## config.mk

```make
export PLATFORM = sky130hd
export DESIGN_NAME = sbtc_top
export DESIGN_NICKNAME = d
export VERILOG_FILES = /design/src/verilog/sbtc_pkg.sv /design/src/verilog/sbtc_prescale.sv /design/src/verilog/sbtc_top.sv
export SDC_FILE = /design/constraint.sdc
export NUM_CORES = 1
export LEC_CHECK = 0
export ABC_AREA = 1
export BUFFER_PORTS_ARGS = -buffer_cell sky130_fd_sc_hd__buf_2
export CORE_AREA = 10 10 93 79
export CTS_CLUSTER_DIAMETER = 200
export DETAILED_ROUTE_END_ITERATION = 6
export DIE_AREA = 0 0 103 89
export GPL_TIMING_DRIVEN = 0
export PLACE_DENSITY_LB_ADDON = 0.2
export SLEW_MARGIN = 20
export SYNTH_ARGS = -nofsm -noshare
export SYNTH_HDL_FRONTEND = slang
export SYNTH_SLANG_ARGS = --single-unit
export TNS_END_PERCENT = 10
```

## constraint.sdc

```tcl
create_clock -name mclk -period 4.2 [get_ports mclk]
set_clock_uncertainty 0.15 [all_clocks]
set_input_delay 0.42 -clock mclk [delete_from_list [all_inputs] [get_ports mclk]]
set_output_delay 0.42 -clock mclk [all_outputs]
set_load 0.02 [all_outputs]
```

## src/verilog/sbtc_pkg.sv

```systemverilog
package sbtc_pkg;

    // ------------------------------------------------------------
    // register indices (byte address = index * 4)
    // ------------------------------------------------------------
    localparam logic [9:0] SBTC_IDX_FLAG    = 10'h00C;
    localparam logic [9:0] SBTC_IDX_CNT_LO  = 10'h00E;
    localparam logic [9:0] SBTC_IDX_CNT_HI  = 10'h00F;
    localparam logic [9:0] SBTC_IDX_CTRL    = 10'h010;
    localparam logic [9:0] SBTC_IDX_ENABLE  = 10'h08C;

    // ------------------------------------------------------------
    // field positions
    // ------------------------------------------------------------
    localparam int SBTC_CTRL_RUN_BIT  = 0;
    localparam int SBTC_CTRL_CS_BIT   = 1;
    localparam int SBTC_CTRL_SYNC_BIT = 2;
    localparam int SBTC_CTRL_OSC_BIT  = 3;
    localparam int SBTC_CTRL_PS_LSB   = 4;
    localparam int SBTC_OVF_BIT       = 0;

    // ------------------------------------------------------------
    // masks and reset values
    // ------------------------------------------------------------
    localparam logic [7:0]  SBTC_CTRL_MASK   = 8'h3F;
    localparam logic [7:0]  SBTC_FLAG_MASK   = 8'h01;
    localparam logic [7:0]  SBTC_CTRL_RST    = 8'h00;
    localparam logic [7:0]  SBTC_FLAG_RST    = 8'h00;
    localparam logic [7:0]  SBTC_ENABLE_RST  = 8'h00;
    localparam logic [15:0] SBTC_COUNT_RST   = 16'h0000;
    localparam logic [15:0] SBTC_COUNT_MAX   = 16'hFFFF;
    localparam logic [1:0]  SBTC_PIN_INPUTS  = 2'h3;
    localparam logic [2:0]  SBTC_DIV_RST     = 3'h0;

    // ------------------------------------------------------------
    // prescale codes
    // ------------------------------------------------------------
    localparam logic [1:0] SBTC_PS_DIV1 = 2'h0;
    localparam logic [1:0] SBTC_PS_DIV2 = 2'h1;
    localparam logic [1:0] SBTC_PS_DIV4 = 2'h2;
    localparam logic [1:0] SBTC_PS_DIV8 = 2'h3;

    // ------------------------------------------------------------
    // bus slave states
    // ------------------------------------------------------------
    typedef enum logic [1:0]
    {
        SBTC_BUS_IDLE = 2'b00,
        SBTC_BUS_ACK  = 2'b01
    } sbtc_bus_e;

endpackage : sbtc_pkg

```

## src/verilog/sbtc_prescale.sv

```systemverilog
`timescale 1ns/10ps
module sbtc_prescale
    import sbtc_pkg::*;
(
    // clock and reset
    input  wire logic       mclk,
    input  wire logic       rst_b,
    input  wire logic       ce,
    // control
    input  wire logic [1:0] code,
    input  wire logic       clear,
    // ticks
    input  wire logic       tick_in,
    output logic            tick_out
);

    logic [2:0] div_r;
    logic [2:0] term;

    // ------------------------------------------------------------
    // terminal count per code
    // ------------------------------------------------------------
    always_comb
    begin
        case (code)
            SBTC_PS_DIV1: term = 3'h0;
            SBTC_PS_DIV2: term = 3'h1;
            SBTC_PS_DIV4: term = 3'h3;
            SBTC_PS_DIV8: term = 3'h7;
            default:      term = 3'h0;
        endcase
    end

    // at or past terminal: a code change never strands the divider above it
    assign tick_out = tick_in & (div_r >= term);

    // ------------------------------------------------------------
    // divider count
    // ------------------------------------------------------------
    always_ff @(posedge mclk)
    begin
        if (!rst_b)
            div_r <= SBTC_DIV_RST;
        else if (ce)
        begin
            if (clear || tick_out)
                div_r <= SBTC_DIV_RST;
            else if (tick_in)
                div_r <= div_r + 3'h1;
        end
    end

endmodule : sbtc_prescale

```

## src/verilog/sbtc_top.sv

```systemverilog
`timescale 1ns/10ps
module sbtc_top
    import sbtc_pkg::*;
(
    // clock, reset, enable
    input  wire logic        mclk,
    input  wire logic        rst_b,
    input  wire logic        ce,
    // avalon-mm slave
    input  wire logic [11:0] avs_address,
    input  wire logic        avs_read,
    input  wire logic        avs_write,
    input  wire logic [31:0] avs_writedata,
    input  wire logic [3:0]  avs_byteenable,
    output logic      [31:0] avs_readdata,
    output logic             avs_waitrequest,
    // core side
    input  wire logic        instr_cycle_tick,
    input  wire logic        core_sleep,
    input  wire logic        capture_compare_reset,
    output logic             irq,
    // pins
    input  wire logic        ext_clock_pin,
    input  wire logic [1:0]  port_c_direction,
    output logic      [1:0]  port_c_direction_eff,
    output logic             low_power_osc_enable
);

    sbtc_bus_e   bus_r;
    logic [31:0] rdata_r;
    logic [7:0]  ctrl_r;
    logic [7:0]  flag_r;
    logic [7:0]  enable_r;
    logic [15:0] count_r;
    logic [1:0]  ext_sync_r;
    logic        ext_sync_prev_r;
    logic        ext_async_prev_r;
    logic [9:0]  idx;
    logic        access;
    logic        fire;
    logic        wr_fire;
    logic        rd_fire;
    logic        be_lo;
    logic        wr_lo;
    logic        wr_hi;
    logic        wr_ctrl;
    logic        wr_enable;
    logic        rd_flag;
    logic        run_en;
    logic        ext_sel;
    logic        async_sel;
    logic        sync_rise;
    logic        async_rise;
    logic        src_tick;
    logic        inc;
    logic        ovf;
    logic        ccp_clear;
    logic [1:0]  ps_code;
    logic [31:0] rd_mux;

    // ------------------------------------------------------------
    // bus decode
    // ------------------------------------------------------------
    assign idx       = avs_address[11:2];
    assign access    = avs_read | avs_write;
    assign fire      = access && (bus_r == SBTC_BUS_ACK) && ce;
    assign wr_fire   = fire & avs_write;
    assign rd_fire   = fire & avs_read;
    assign be_lo     = avs_byteenable[0];
    assign wr_lo     = wr_fire & be_lo & (idx == SBTC_IDX_CNT_LO);
    assign wr_hi     = wr_fire & be_lo & (idx == SBTC_IDX_CNT_HI);
    assign wr_ctrl   = wr_fire & be_lo & (idx == SBTC_IDX_CTRL);
    assign wr_enable = wr_fire & be_lo & (idx == SBTC_IDX_ENABLE);
    assign rd_flag   = rd_fire & (idx == SBTC_IDX_FLAG);

    // ce low keeps the master waiting, since nothing is taken then
    assign avs_waitrequest = access && !((bus_r == SBTC_BUS_ACK) && ce);
    assign avs_readdata    = rdata_r;

    // ------------------------------------------------------------
    // bus state: one wait cycle, answer on the second
    // ------------------------------------------------------------
    always_ff @(posedge mclk)
    begin
        if (!rst_b)
            bus_r <= SBTC_BUS_IDLE;
        else if (ce)
        begin
            case (bus_r)
                SBTC_BUS_IDLE: bus_r <= access ? SBTC_BUS_ACK : SBTC_BUS_IDLE;
                SBTC_BUS_ACK:  bus_r <= SBTC_BUS_IDLE;
                default:       bus_r <= SBTC_BUS_IDLE;
            endcase
        end
    end

    // ------------------------------------------------------------
    // read data
    // ------------------------------------------------------------
    always_comb
    begin
        rd_mux = 32'h0000_0000;
        case (idx)
            SBTC_IDX_FLAG:   rd_mux[7:0] = flag_r & SBTC_FLAG_MASK;
            SBTC_IDX_ENABLE: rd_mux[7:0] = enable_r & SBTC_FLAG_MASK;
            SBTC_IDX_CNT_LO: rd_mux[7:0] = count_r[7:0];
            SBTC_IDX_CNT_HI: rd_mux[7:0] = count_r[15:8];
            SBTC_IDX_CTRL:   rd_mux[7:0] = ctrl_r & SBTC_CTRL_MASK;
            default:         rd_mux      = 32'h0000_0000;
        endcase
    end

    always_ff @(posedge mclk)
    begin
        if (!rst_b)
            rdata_r <= 32'h0000_0000;
        else if (ce && (bus_r == SBTC_BUS_IDLE) && avs_read)
            rdata_r <= rd_mux;
    end

    // ------------------------------------------------------------
    // control and enable registers
    // ------------------------------------------------------------
    always_ff @(posedge mclk)
    begin
        if (!rst_b)
            ctrl_r <= SBTC_CTRL_RST;
        else if (ce && wr_ctrl)
            ctrl_r <= avs_writedata[7:0] & SBTC_CTRL_MASK;
    end

    always_ff @(posedge mclk)
    begin
        if (!rst_b)
            enable_r <= SBTC_ENABLE_RST;
        else if (ce && wr_enable)
            enable_r <= avs_writedata[7:0] & SBTC_FLAG_MASK;
    end

    assign run_en    = ctrl_r[SBTC_CTRL_RUN_BIT];
    assign ext_sel   = ctrl_r[SBTC_CTRL_CS_BIT];
    assign async_sel = ext_sel & ctrl_r[SBTC_CTRL_SYNC_BIT];
    assign ps_code   = ctrl_r[SBTC_CTRL_PS_LSB +: 2];

    // ------------------------------------------------------------
    // oscillator and pin direction
    // ------------------------------------------------------------
    assign low_power_osc_enable = ctrl_r[SBTC_CTRL_OSC_BIT];
    assign port_c_direction_eff = low_power_osc_enable ? SBTC_PIN_INPUTS : port_c_direction;

    // ------------------------------------------------------------
    // external clock edge detection
    // ------------------------------------------------------------
    always_ff @(posedge mclk)
    begin
        if (!rst_b)
        begin
            ext_sync_r      <= 2'h0;
            ext_sync_prev_r <= 1'b0;
        end
        else if (ce)
        begin
            ext_sync_r      <= {ext_sync_r[0], ext_clock_pin};
            ext_sync_prev_r <= ext_sync_r[1];
        end
    end

    always_ff @(posedge mclk)
    begin
        if (!rst_b)
            ext_async_prev_r <= 1'b0;
        else if (ce)
            ext_async_prev_r <= ext_clock_pin;
    end

    assign sync_rise  = ext_sync_r[1] & ~ext_sync_prev_r;
    assign async_rise = ext_clock_pin & ~ext_async_prev_r;

    // ------------------------------------------------------------
    // count source: sleep stops all but the asynchronous counter
    // ------------------------------------------------------------
    always_comb
    begin
        if (!ext_sel)
            src_tick = instr_cycle_tick & ~core_sleep;
        else if (async_sel)
            src_tick = async_rise;
        else
            src_tick = sync_rise & ~core_sleep;
    end

    sbtc_prescale u_prescale
    (
        .mclk     (mclk),
        .rst_b    (rst_b),
        .ce       (ce),
        .code     (ps_code),
        .clear    (wr_lo | wr_hi),
        .tick_in  (src_tick & run_en),
        .tick_out (inc)
    );

    // ------------------------------------------------------------
    // 16-bit count: write beats compare reset beats increment
    // ------------------------------------------------------------
    assign ccp_clear = capture_compare_reset & ~async_sel;
    assign ovf       = inc & (count_r == SBTC_COUNT_MAX);

    always_ff @(posedge mclk)
    begin
        if (!rst_b)
            count_r <= SBTC_COUNT_RST;
        else if (ce)
        begin
            if (wr_lo)
                count_r[7:0] <= avs_writedata[7:0];
            else if (wr_hi)
                count_r[15:8] <= avs_writedata[7:0];
            else if (ccp_clear)
                count_r <= SBTC_COUNT_RST;
            else if (inc)
                count_r <= count_r + 16'h0001;
        end
    end

    // ------------------------------------------------------------
    // overflow flag: read clears, a new overflow wins
    // ------------------------------------------------------------
    always_ff @(posedge mclk)
    begin
        if (!rst_b)
            flag_r <= SBTC_FLAG_RST;
        else if (ce)
        begin
            if (ovf && !wr_lo && !wr_hi && !ccp_clear)
                flag_r[SBTC_OVF_BIT] <= 1'b1;
            else if (rd_flag)
                flag_r[SBTC_OVF_BIT] <= 1'b0;
        end
    end

    assign irq = flag_r[SBTC_OVF_BIT] & enable_r[SBTC_OVF_BIT];

    // ------------------------------------------------------------
    // assertions
    // ------------------------------------------------------------
    logic quiet;
    assign quiet = ce & ~wr_lo & ~wr_hi & ~ccp_clear;

    AST_PRESCALE_BYPASS: assert property (@(posedge mclk) disable iff (!rst_b)
        (ps_code == SBTC_PS_DIV1) && src_tick && run_en |-> inc)
        else $error("undivided prescale missed a tick");

    AST_CTRL_RESERVED: assert property (@(posedge mclk) disable iff (!rst_b)
        rd_fire && (idx == SBTC_IDX_CTRL) |=> avs_readdata[7:6] == 2'b00)
        else $error("control reserved bits read nonzero");

    AST_WRAP: assert property (@(posedge mclk) disable iff (!rst_b)
        quiet && inc && (count_r == SBTC_COUNT_MAX) |=> count_r == SBTC_COUNT_RST)
        else $error("count did not wrap to zero");

    AST_OVF_SET: assert property (@(posedge mclk) disable iff (!rst_b)
        quiet && ovf |=> flag_r[SBTC_OVF_BIT] ##1 (flag_r[SBTC_OVF_BIT] || $past(rd_flag)))
        else $error("overflow flag not set or lost");

    AST_IRQ_GATED: assert property (@(posedge mclk) disable iff (!rst_b)
        $rose(irq) |-> enable_r[SBTC_OVF_BIT] && $past(ce))
        else $error("interrupt raised without enable");

    AST_HOLD_OFF: assert property (@(posedge mclk) disable iff (!rst_b)
        !run_en && quiet |=> $stable(count_r))
        else $error("count moved while stopped");

    AST_OSC_PINS: assert property (@(posedge mclk) disable iff (!rst_b)
        ce && wr_ctrl && avs_writedata[SBTC_CTRL_OSC_BIT] |=> port_c_direction_eff == SBTC_PIN_INPUTS)
        else $error("oscillator pins not forced to inputs");

    AST_CCP_CLEAR: assert property (@(posedge mclk) disable iff (!rst_b)
        ce && capture_compare_reset && !async_sel && !wr_lo && !wr_hi |=> count_r == SBTC_COUNT_RST)
        else $error("compare reset did not clear count");

    AST_TIMER_STEP: assert property (@(posedge mclk) disable iff (!rst_b)
        quiet && !ext_sel && run_en && (ps_code == SBTC_PS_DIV1) && instr_cycle_tick && !core_sleep
        |=> count_r == $past(count_r) + 16'h0001)
        else $error("timer mode did not advance");

    AST_ASYNC_EDGE: assert property (@(posedge mclk) disable iff (!rst_b)
        quiet && async_sel && run_en && (ps_code == SBTC_PS_DIV1) && async_rise
        |=> count_r == $past(count_r) + 16'h0001)
        else $error("asynchronous edge not counted");

    AST_SYNC_DELAY: assert property (@(posedge mclk) disable iff (!rst_b)
        ext_sel && !async_sel && ce && $rose(ext_sync_r[1]) |-> src_tick || core_sleep)
        else $error("synchronised edge not used");

    AST_FLAG_CLEAR: assert property (@(posedge mclk) disable iff (!rst_b)
        ce && rd_flag && !ovf |=> !flag_r[SBTC_OVF_BIT])
        else $error("flag read did not clear overflow");

    AST_FLAG_STICKY: assert property (@(posedge mclk) disable iff (!rst_b)
        ce && flag_r[SBTC_OVF_BIT] && !rd_flag |=> flag_r[SBTC_OVF_BIT])
        else $error("overflow flag dropped without a read");

    AST_SLEEP_ASYNC: assert property (@(posedge mclk) disable iff (!rst_b)
        quiet && async_sel && core_sleep && run_en && (ps_code == SBTC_PS_DIV1) && async_rise
        |=> count_r == $past(count_r) + 16'h0001)
        else $error("asynchronous counter stopped in sleep");

    AST_OSC_OFF: assert property (@(posedge mclk) disable iff (!rst_b)
        ce && wr_ctrl && !avs_writedata[SBTC_CTRL_OSC_BIT] |=> !low_power_osc_enable)
        else $error("oscillator not switched off");

    AST_SYNC_IGNORED: assert property (@(posedge mclk) disable iff (!rst_b)
        quiet && !ext_sel && ctrl_r[SBTC_CTRL_SYNC_BIT] && run_en && (ps_code == SBTC_PS_DIV1)
        && instr_cycle_tick && !core_sleep |=> count_r == $past(count_r) + 16'h0001)
        else $error("sync bit disturbed internal clock counting");

    AST_CE_FREEZE: assert property (@(posedge mclk) disable iff (!rst_b)
        !ce |=> $stable(count_r) && $stable(flag_r) && $stable(ctrl_r) && $stable(bus_r))
        else $error("state moved while clock enable low");

    COV_OVERFLOW: cover property (@(posedge mclk) disable iff (!rst_b) ovf && quiet);
    COV_IRQ:      cover property (@(posedge mclk) disable iff (!rst_b) $rose(irq));
    COV_CCP:      cover property (@(posedge mclk) disable iff (!rst_b) ccp_clear && count_r != SBTC_COUNT_RST);
    COV_DIV8:     cover property (@(posedge mclk) disable iff (!rst_b) inc && ps_code == SBTC_PS_DIV8);
    COV_SLEEP_ASYNC: cover property (@(posedge mclk) disable iff (!rst_b) inc && async_sel && core_sleep);

endmodule : sbtc_top
```

---- Word level (Yosys, flattened, before mapping) ----
Cells that the tools add are included.
cells by class
  add/sub/neg operators ................... 2
  multipliers ............................. 0
  div/mod/pow operators ................... 0
  $lt $le $gt $ge ......................... 1
  equal/unequal tests ..................... 11
  shift operators ......................... 0
  multiplexer cells ....................... 16
  bitwise operators ....................... 25
  reduce and logical (&&, ||, !) cells .... 26
operator list
  operator                                                           count
  8-bit one-hot mux with 5 select lines                              1
  16-bit 2-to-1 mux                                                  2
  10-bit by 4-bit == test with 1-bit output (second input constant)  3
  8-bit 2-to-1 mux                                                   3
  1-bit AND                                                          18
  16-bit by 1-bit adder with 16-bit output (second input constant)   1
  16-bit == test (second input constant)                             1
  3-bit one-hot mux with 4 select lines                              1
  1-bit logical AND                                                  11
  10-bit by 5-bit == test with 1-bit output (second input constant)  1
  10-bit by 8-bit == test with 1-bit output (second input constant)  1
  1-bit 2-to-1 mux                                                   6
  3-bit 2-to-1 mux                                                   2
  3-bit AND reduction                                                2
  3-bit nonzero test                                                 2
  1-bit inverter                                                     5
  2-bit by 1-bit == test with 1-bit output (second input constant)   2
  2-bit == test (second input constant)                              2
  1-bit zero test                                                    4
  2-bit zero test                                                    2
  2-bit AND reduction                                                2
  2-bit nonzero test                                                 2
  3-bit by 1-bit adder with 3-bit output (second input constant)     1
  3-bit greater-or-equal comparator                                  1
  other kinds (4)                                                    5
storage, ports and cells
  register bits after elaboration ......... 41
  latch bits .............................. 0
  memory bits (writable) .................. 0
  bits in read-only memories .............. 0
  input bits .............................. 59
  output and inout bits ................... 37
  logic and storage cells ................. 92
  memories kept ........................... 0

---- Logic depth before layout (Yosys ltp) ----
Gate-level depths: netlist of the first run.
  depth in word-level cells ............... 13
  depth in mapped cells ................... 12
  depth with buffers taken out ............ 11

---- By module ----
From an unflattened synthesis of the first run, not the netlist that was laid out.
second synthesis, totals
  cell total of the unflattened synthesis .. 457
  area, all modules ....................... 2831.5 µm²
by module, submodules not included
  module         instances  cells an instance  area each (µm²)  sequential area each (µm²)
  sbtc_top       1          420                2590.0           720.7
  sbtc_prescale  1          37                 241.5            60.1

---- Worst setup path before layout of the first run ----
OpenSTA, ideal clock, no wires.
  path kind ............................... register to register
  from .................................... reg ctrl_r[4]
  to ...................................... reg count_r[8]
  library setup time ...................... 0.113 ns
  arrival time ............................ 1.633 ns
  required time ........................... 3.937 ns
  setup slack ............................. 2.305 ns
  cell stages (with the launch flop) ...... 12
  path buffers ............................ 1
  period minus slack after synthesis ...... 1.895 ns
  path through ............................ dfxtp_1 or2_2 ha_1 nand3_1 nand3_1 nand3_1 nand3_2 nand2_4 buf_6 nand2_1 nand2_1 nor2_1
between the ends
  word-level cells in the longest chain between the ends .. 6
  elaborated cells between the ends (all ways) .. 9
  classes of those cells .................. 1 x order compare; 3 x eq/ne; 1 x mux; 1 x bitwise; 3 x reduce/logical
ends and longest elaborated chain
  element                                    line                 source
  start, declared                            sbtc_top.sv:31       logic [7:0] ctrl_r;
  start signal, assigned                     sbtc_top.sv:129      ctrl_r <= avs_writedata[7:0] & SBTC_CTRL_MASK;
  2-bit == test (tied with other cells)      sbtc_prescale.sv:25  case (code)
  3-bit one-hot mux with 4 select lines (*)  sbtc_prescale.sv:25
  3-bit greater-or-equal comparator (*)      sbtc_prescale.sv:35  assign tick_out = tick_in & (div_r >= term);
  1-bit AND (*)                              sbtc_prescale.sv:35
  3-bit nonzero test (no line) (*)           -
  3-bit AND reduction (no line) (*)          -
  end signal, assigned                       sbtc_top.sv:218      count_r[15:8] <= avs_writedata[7:0];
  end signal, assigned                       sbtc_top.sv:222      count_r <= count_r + 16'h0001;
  end, declared                              sbtc_top.sv:34       logic [15:0] count_r;
Mark *: on every way between the ends. The rest lies on a longest branch, timed or not.
A chain may end at the register's enable or synchronous reset.

---- Worst setup path after layout of the first run ----
  from .................................... reg count_r[0]
  to ...................................... reg flag_r[0]
between the ends
  word-level cells in the longest chain between the ends .. 7
  elaborated cells between the ends (all ways) .. 8
  classes of those cells .................. 1 x eq/ne; 1 x mux; 1 x bitwise; 5 x reduce/logical
ends and longest elaborated chain
  element                             line             source
  start signal, assigned              sbtc_top.sv:216  count_r[7:0] <= avs_writedata[7:0];
  start signal, assigned              sbtc_top.sv:222
  16-bit == test (*)                  sbtc_top.sv:207  assign ovf = inc & (count_r == SBTC_COUNT_MAX);
  1-bit AND (*)                       sbtc_top.sv:207
  1-bit logical AND (*) (3 in a row)  sbtc_top.sv:235  if (ovf && !wr_lo && !wr_hi && !ccp_clear)
  2-bit nonzero test (no line)        -
  2-bit AND reduction (no line)       -
  end signal, assigned                sbtc_top.sv:232  flag_r <= SBTC_FLAG_RST;
  end signal, assigned by index       sbtc_top.sv:236  flag_r[SBTC_OVF_BIT] <= 1'b1;
  end signal, assigned by index       sbtc_top.sv:238  flag_r[SBTC_OVF_BIT] <= 1'b0;
  end, declared                       sbtc_top.sv:32   logic [7:0] flag_r;
Marked as above.

==> results of run 1 <==
[Yosys cell counts, drive strengths merged]
master / number / share of area [%]
inv: 57 / 7.2
ha: 5 / 2.1
dfxtp: 39 / 26
nor3b: 1 / 0.25
nor3: 3 / 0.51
nor2: 87 / 12
xor2: 2 / 0.59
o21ai: 27 / 4.5
buf: 33 / 8.6
nand4: 9 / 2.1
clkbuf: 3 / 0.38
clkinv: 1 / 0.29
conb: 1 / 0.13
nand2: 141 / 19
nand3: 52 / 9.9
o22ai: 4 / 0.84
a21oi: 20 / 3.4
o211ai: 2 / 0.51
and2: 2 / 0.42
or2: 3 / 0.63
nand3b: 2 / 0.51
[per-stage QoR]
step	power, mW	worst slack (ns)
2_1_floorplan	0.505	2.30
3_3_place_gp	0.544	2.05
3_5_place_dp	0.547	2.00
4_1_cts	0.864	1.99
5_1_grt	0.904	1.76
6_report	0.868	1.90
[worst min-delay path, cell delays in order]
cell and delay, ns:
buf_2 0.11, o21ai_0 0.08, nor2_1 0.08
[sequential cells by signal, summed over array words and instances, names as in the netlist]
signal and cells:
flag_r 1, ext_sync_r 2, count_r 16, u_prescale.div_r 3, ctrl_r 6, bus_r 1, enable_r 1, avs_readdata 8
ext_sync_prev_r 1
[final timing paths]
kind | slack (ns) | from | endpoint | cells after the start
worst max register to register | 1.90 | count_r[0] | flag_r[0] | 9
worst max-delay path | 1.90 | count_r[0] | flag_r[0] | 9
worst min register to register | 0.31 | ext_sync_prev_r | ext_sync_prev_r | 2
worst min-delay path | 0.28 | avs_writedata[4] | ctrl_r[4] | 3
[cell usage in the layout (no fill, tap or decap), types with 4 or more instances in the layout]
master,Yosys,final
inv_1,53,53
o22ai_1,4,4
o21ai_0,27,27
buf_4,24,24
nand2_4,4,4
buf_6,5,5
nand3_1,48,48
a21oi_1,20,20
clkbuf_8,0,5
dfxtp_1,39,39
conb_1,1,24
nor2_1,81,81
nand2_1,134,134
nor2_2,5,5
inv_2,4,4
nand4_1,8,8
ha_1,5,5
buf_2,4,45
[cell families (layout without fill, tap and decap cells)]
| kind of cell | count (synthesis) | count (layout) | share of synthesized area, % |
|---|---|---|---|
| AND/OR/NAND/NOR | 300 | 300 | 45.1 |
| AO/OA/AOI/OAI | 53 | 53 | 9.27 |
| flip-flops | 39 | 39 | 26.3 |
| buffers and inverters | 94 | 143 | 16.5 |
| XOR/XNOR | 2 | 2 | 0.590 |
| other | 1 | 24 | 0.126 |
| adder cells (fa/ha/maj) | 5 | 5 | 2.11 |
[routing by layer]
layer / wire length, um / share of wire (%) / global-route usage [%] / up-vias
met4: 121 / 1.4 / 4.29 / 0
li1: - / - / - / 1657
met3: 813 / 9.3 / 4.33 / 12
met5: 0 / 0 / 0 / -
met1: 3950 / 45 / 26.1 / 1420
met2: 3870 / 44 / 30.7 / 153
[power groups by stage]
stage          logic (mW)  clock network (mW)  registers [mW]
2_1_floorplan       0.109                   0           0.396
3_3_place_gp        0.146                   0           0.398
3_5_place_dp        0.148                   0           0.399
4_1_cts             0.149               0.325           0.390
5_1_grt             0.169               0.342           0.392
6_report            0.152               0.325           0.391
[area by class of cell]
class | count | area share (%)
Multi-Input combinational cell | 384 | 51.6
Sequential cell | 39 | 22.6
Buffer | 36 | 7.74
Inverter | 58 | 6.44
Timing Repair Buffer | 41 | 5.93
Tap cell | 67 | 2.42
Clock buffer | 5 | 1.99
Clock inverter | 3 | 1.27
==> impl_metrics.tcl, run 1 <==
set metrics [dict create \
    fmax_mhz 435 \
    cts-root-buf "clkbuf_8" \
    cts_resized 0 \
    insertion_delay_ns 0.30 \
    crit_fanout 7 \
    p_leak_nw 1.77 \
    maxSlewViolCount 0 \
    yosysWarnings 0 \
    path_delay_family "simple AND/OR/NAND/NOR gates" \
    post-route-util_pct 61.4 \
    drtIter0Drc 348 \
    stdcell_count 633 \
    grt_max_degree 14 \
    routedWlPerCell_um 13.8 \
    clock_sinks 39 \
    cp.required_ns 4.28 \
    yosysUniqueCellTypes 31 \
    place_area_sq_um 3350 \
    die_y_um 89 \
    final_hold_viol_count 0 \
    synth_area_sq_um 2970 \
    numPortBuffers 41 \
    p_clk_share_pct 37.4 \
    grt-ovfl-total 0 \
    crit_slowest_cell "dfxtp_1" \
    holdWs_ns 0.278 \
    dieArea_sq_um 9170 \
    p_seq_share_pct 45.0 \
    nNetsFinal 629 \
    firstDrtPassIters 5 \
    drc_errors 0 \
    cp.arrival_ns 2.38 \
    initial_core_util_pct 52.8 \
    vias_per_cell 5.12 \
    worstSetupPathType "reg2reg" \
    vias 3242 \
    cellInternalPower_uw 612 \
    power_density_nw_per_um2 251 \
    maxCapViolations 0 \
    synth-seq-area-share_pct 26.3 \
    ant_nets 0 \
    worstSetupEndpointType "flop" \
    rows 25 \
    ys_ff_latch 39 \
    pwr-share-comb_pct 17.6 \
    htreeDepth 2 \
    insertedDiodeCount 0 \
    status "finished, final reports clean" \
    syn-mean-instance-area_sq_um 6.01 \
    core-area_sq_um 5630 \
    hpwl_um 7140 \
    cp-start-kind "flop" \
    multiInputGateArea_sq_um 1790 \
    hp-class "in2reg" \
    crit_buf_inv 0 \
    design_area_sq_um 3460 \
    clk_pin_slew_ns 0.09 \
    peakVddDrop_v 0.000161 \
    grt_pass1_wl_um 13900 \
    cts_buffer_depth 2 \
    syn2layout_area_growth_pct 16.4 \
    post_cts_buffers 0 \
    finalSetupViolCount 0 \
    rsz0062_at_grt "false" \
    regArea_sq_um 781 \
    num_io_pins 96 \
    fp.dieW_um 103 \
    antenna_found_initial 0 \
    timing.final.crit_period_ns 2.30 \
    post-route-period-util_pct 54.8 \
    routed_wirelength_um 8760 \
    grtUsageTotal_pct 19.3 \
    finalSetupTns_ns 0 \
    place_congestion 0.942 \
    switchingPower_uw 256 \
    path_cells "ha_1 > nand2_1 > nor2_1 > nand2_1 > nor2_1 > nand3_1 > nor2_1 > nand3b_1 > a21oi_1" \
    num-fill-cells 596 \
    grt_pass1_vias 2891 \
    tritoncts "yes" \
    critPathMaxStageDelay_ns 0.49 \
    dp.cells 625 \
    switching_share_pct 29.5 \
    netlist_instances 494 \
    cts_buffers 5 \
    drive_above_1_share_pct 19.1 \
    crit_path_frequent_cell "nor2_1" \
    cts_hold_buf 0 \
]
Note: power is estimated with default switching activity, not from simulation.
==> run 2: changes to the inputs <==
--- a/config.mk
+++ b/config.mk
@@ -7,10 +7,10 @@
 export LEC_CHECK = 0
 export ABC_AREA = 1
 export BUFFER_PORTS_ARGS = -buffer_cell sky130_fd_sc_hd__buf_2
-export CORE_AREA = 10 10 93 79
+export CORE_AREA = 10 10 100 85
 export CTS_CLUSTER_DIAMETER = 200
 export DETAILED_ROUTE_END_ITERATION = 6
-export DIE_AREA = 0 0 103 89
+export DIE_AREA = 0 0 110 95
 export GPL_TIMING_DRIVEN = 0
 export PLACE_DENSITY_LB_ADDON = 0.2
 export SLEW_MARGIN = 20
==> constraint.sdc (replaced) <==
create_clock -name mclk -period 2.1 [get_ports mclk]
set_clock_uncertainty 0.15 [all_clocks]
set_input_delay 0.21 -clock mclk [delete_from_list [all_inputs] [get_ports mclk]]
set_output_delay 0.21 -clock mclk [all_outputs]
set_load 0.02 [all_outputs]
==> run 2 against run 1 <==
  * Worst setup slack worse by 1.8 ns
  * Highest routed layer unchanged
  * Cell area is 1.8% higher
  * Clock power is 100% higher
==> impl_metrics.tcl, run 2 (same netlist as run 1, synthesis figures left out) <==
set metrics [dict create \
    cts_buffers 5 \
    post_cts_buffers 0 \
    r2r_cells 10 \
    hold_path_startpoint "avs_writedata[0]" \
    grt_max_degree 14 \
    routed_wirelength_um 9090 \
    firstDrtPassIters 6 \
    ant_nets 0 \
    worstSetupPathType "reg2reg" \
    design_area_sq_um 3520 \
    largest_register_ffs 16 \
    reg2reg_slack_ns 0.12 \
    hpwl_um 7330 \
    cts_buffer_depth 2 \
    cp-start-kind "flop" \
    cp.arrival_ns 2.02 \
    post-route-util_pct 53.4 \
    dp.cells 645 \
    power_density_nw_per_um2 494 \
    antenna_found_initial 0 \
    largest-register "count_r" \
    clock_sinks 39 \
    regArea_sq_um 783 \
    peakVddDrop_v 0.000283 \
    nNetsFinal 629 \
    numPortBuffers 41 \
    worst_slack_ns 0.125 \
    drtIter0Drc 266 \
    stdcell_count 653 \
    drive_above_1_share_pct 20.5 \
    core-area_sq_um 6590 \
    dieArea_sq_um 10500 \
    die_y_um 95 \
    clk_pin_slew_ns 0.09 \
    cp.required_ns 2.15 \
    vias 3252 \
    grt_pass1_vias 2946 \
    holdPathEnd "ctrl_r[0]" \
    crit_fanout 10 \
    final_hold_viol_count 0 \
    p_leak_nw 1.77 \
    grt-ovfl-total 0 \
    drc_errors 0 \
    place_area_sq_um 3370 \
    tritoncts "yes" \
    syn2layout_area_growth_pct 18.5 \
    num-fill-cells 706 \
    worstSetupEndpointType "flop" \
    r2r_end "count_r[9]" \
    vias_per_cell 4.98 \
    htreeDepth 2 \
    multiInputGateArea_sq_um 1820 \
    layout_common_cells "nand2_1, nor2_1, inv_1, nand3_1, buf_2" \
    reg2reg_from "ctrl_r[4]" \
    post-route-period-util_pct 94.1 \
    cts-root-buf "clkbuf_8" \
    holdWs_ns 0.0693 \
    status "finished, final reports clean" \
    maxCapViolations 0 \
    num_io_pins 96 \
    initial_core_util_pct 45.1 \
    grt_pass1_wl_um 14300 \
    final_common_cell "nand2_1" \
    insertedDiodeCount 0 \
    maxSlewViolCount 0 \
    rows 27 \
    finalSetupTns_ns 0 \
    holdPathStages 3 \
    insertion_delay_ns 0.30 \
    pre_cts_ws_ns -0.128 \
    finalSetupViolCount 0 \
    place_congestion 0.925 \
    routedWlPerCell_um 13.9 \
    fmax_mhz 506 \
    finalPower_mw 1.74 \
    fp.dieW_um 110 \
    timing.final.crit_period_ns 1.98 \
    grtUsageTotal_pct 17.3 \
    hp-class "in2reg" \
]
-- run 2: cell counts in the layout (fill, tap and decap cells not counted) --
No cell type changed its count.
-- run 2: power breakdown --
part	internal, mW	switching (mW)	total (mW)
logic	0.109	0.196	0.305
clock network	0.354	0.300	0.654
registers	0.761	0.0199	0.781
total	1.22	0.516	1.74
-- run 2: worst max path at each step --
stage | start | to | slack, ns | cells past startpoint
final | ctrl_r[4] | count_r[9] | 0.12 | 10
after global routing | count_r[0] | flag_r[0] | -0.008 | 9
after CTS | count_r[1] | flag_r[0] | 0.005 | 9
after detailed placement | count_r[0] | flag_r[0] | -0.13 | 9
after global placement | count_r[0] | flag_r[0] | -0.12 | 9
after floorplan | ctrl_r[4] | count_r[8] | 0.20 | 11
-- run 2: what timing repair did --
action                                  CTS  global route
hold buffers                              0             0
endpoints found under the setup margin    7             9
pin swaps                                 0             1
gates resized for setup                   3             7
endpoints found under the hold margin     0             0
-- run 2: layout make-up --
cell class	instances	area share, %
plain buffers	36	7.60
clock buffers	5	1.95
clock inverters	3	1.24
inverters	58	6.33
multi-input cells	384	51.7
flip-flops and latches	39	22.2
well taps	87	3.09
repair buffers	41	5.83
-- run 2: layer usage --
| metal | vias up | track usage (%) | wire, um |
|---|---|---|---|
| li1 | 1661 | - | - |
| met1 | 1476 | 23.1 | 4270 |
| met2 | 102 | 27.2 | 4110 |
| met3 | 13 | 4.08 | 586 |
| met4 | 0 | 4.22 | 119 |
| met5 | - | 0 | 0 |
-- run 2: worst max-delay path, stage by stage (launching register included) --
cell and delay, ns:
dfxtp_1 0.35, or2_2 0.30, ha_1 0.28, nand3_1 0.07, nand3_2 0.10, nand3_4 0.11
nand3_4 0.12, nand2_4 0.07, buf_6 0.14, nor2_1 0.12, nor2_1 0.05
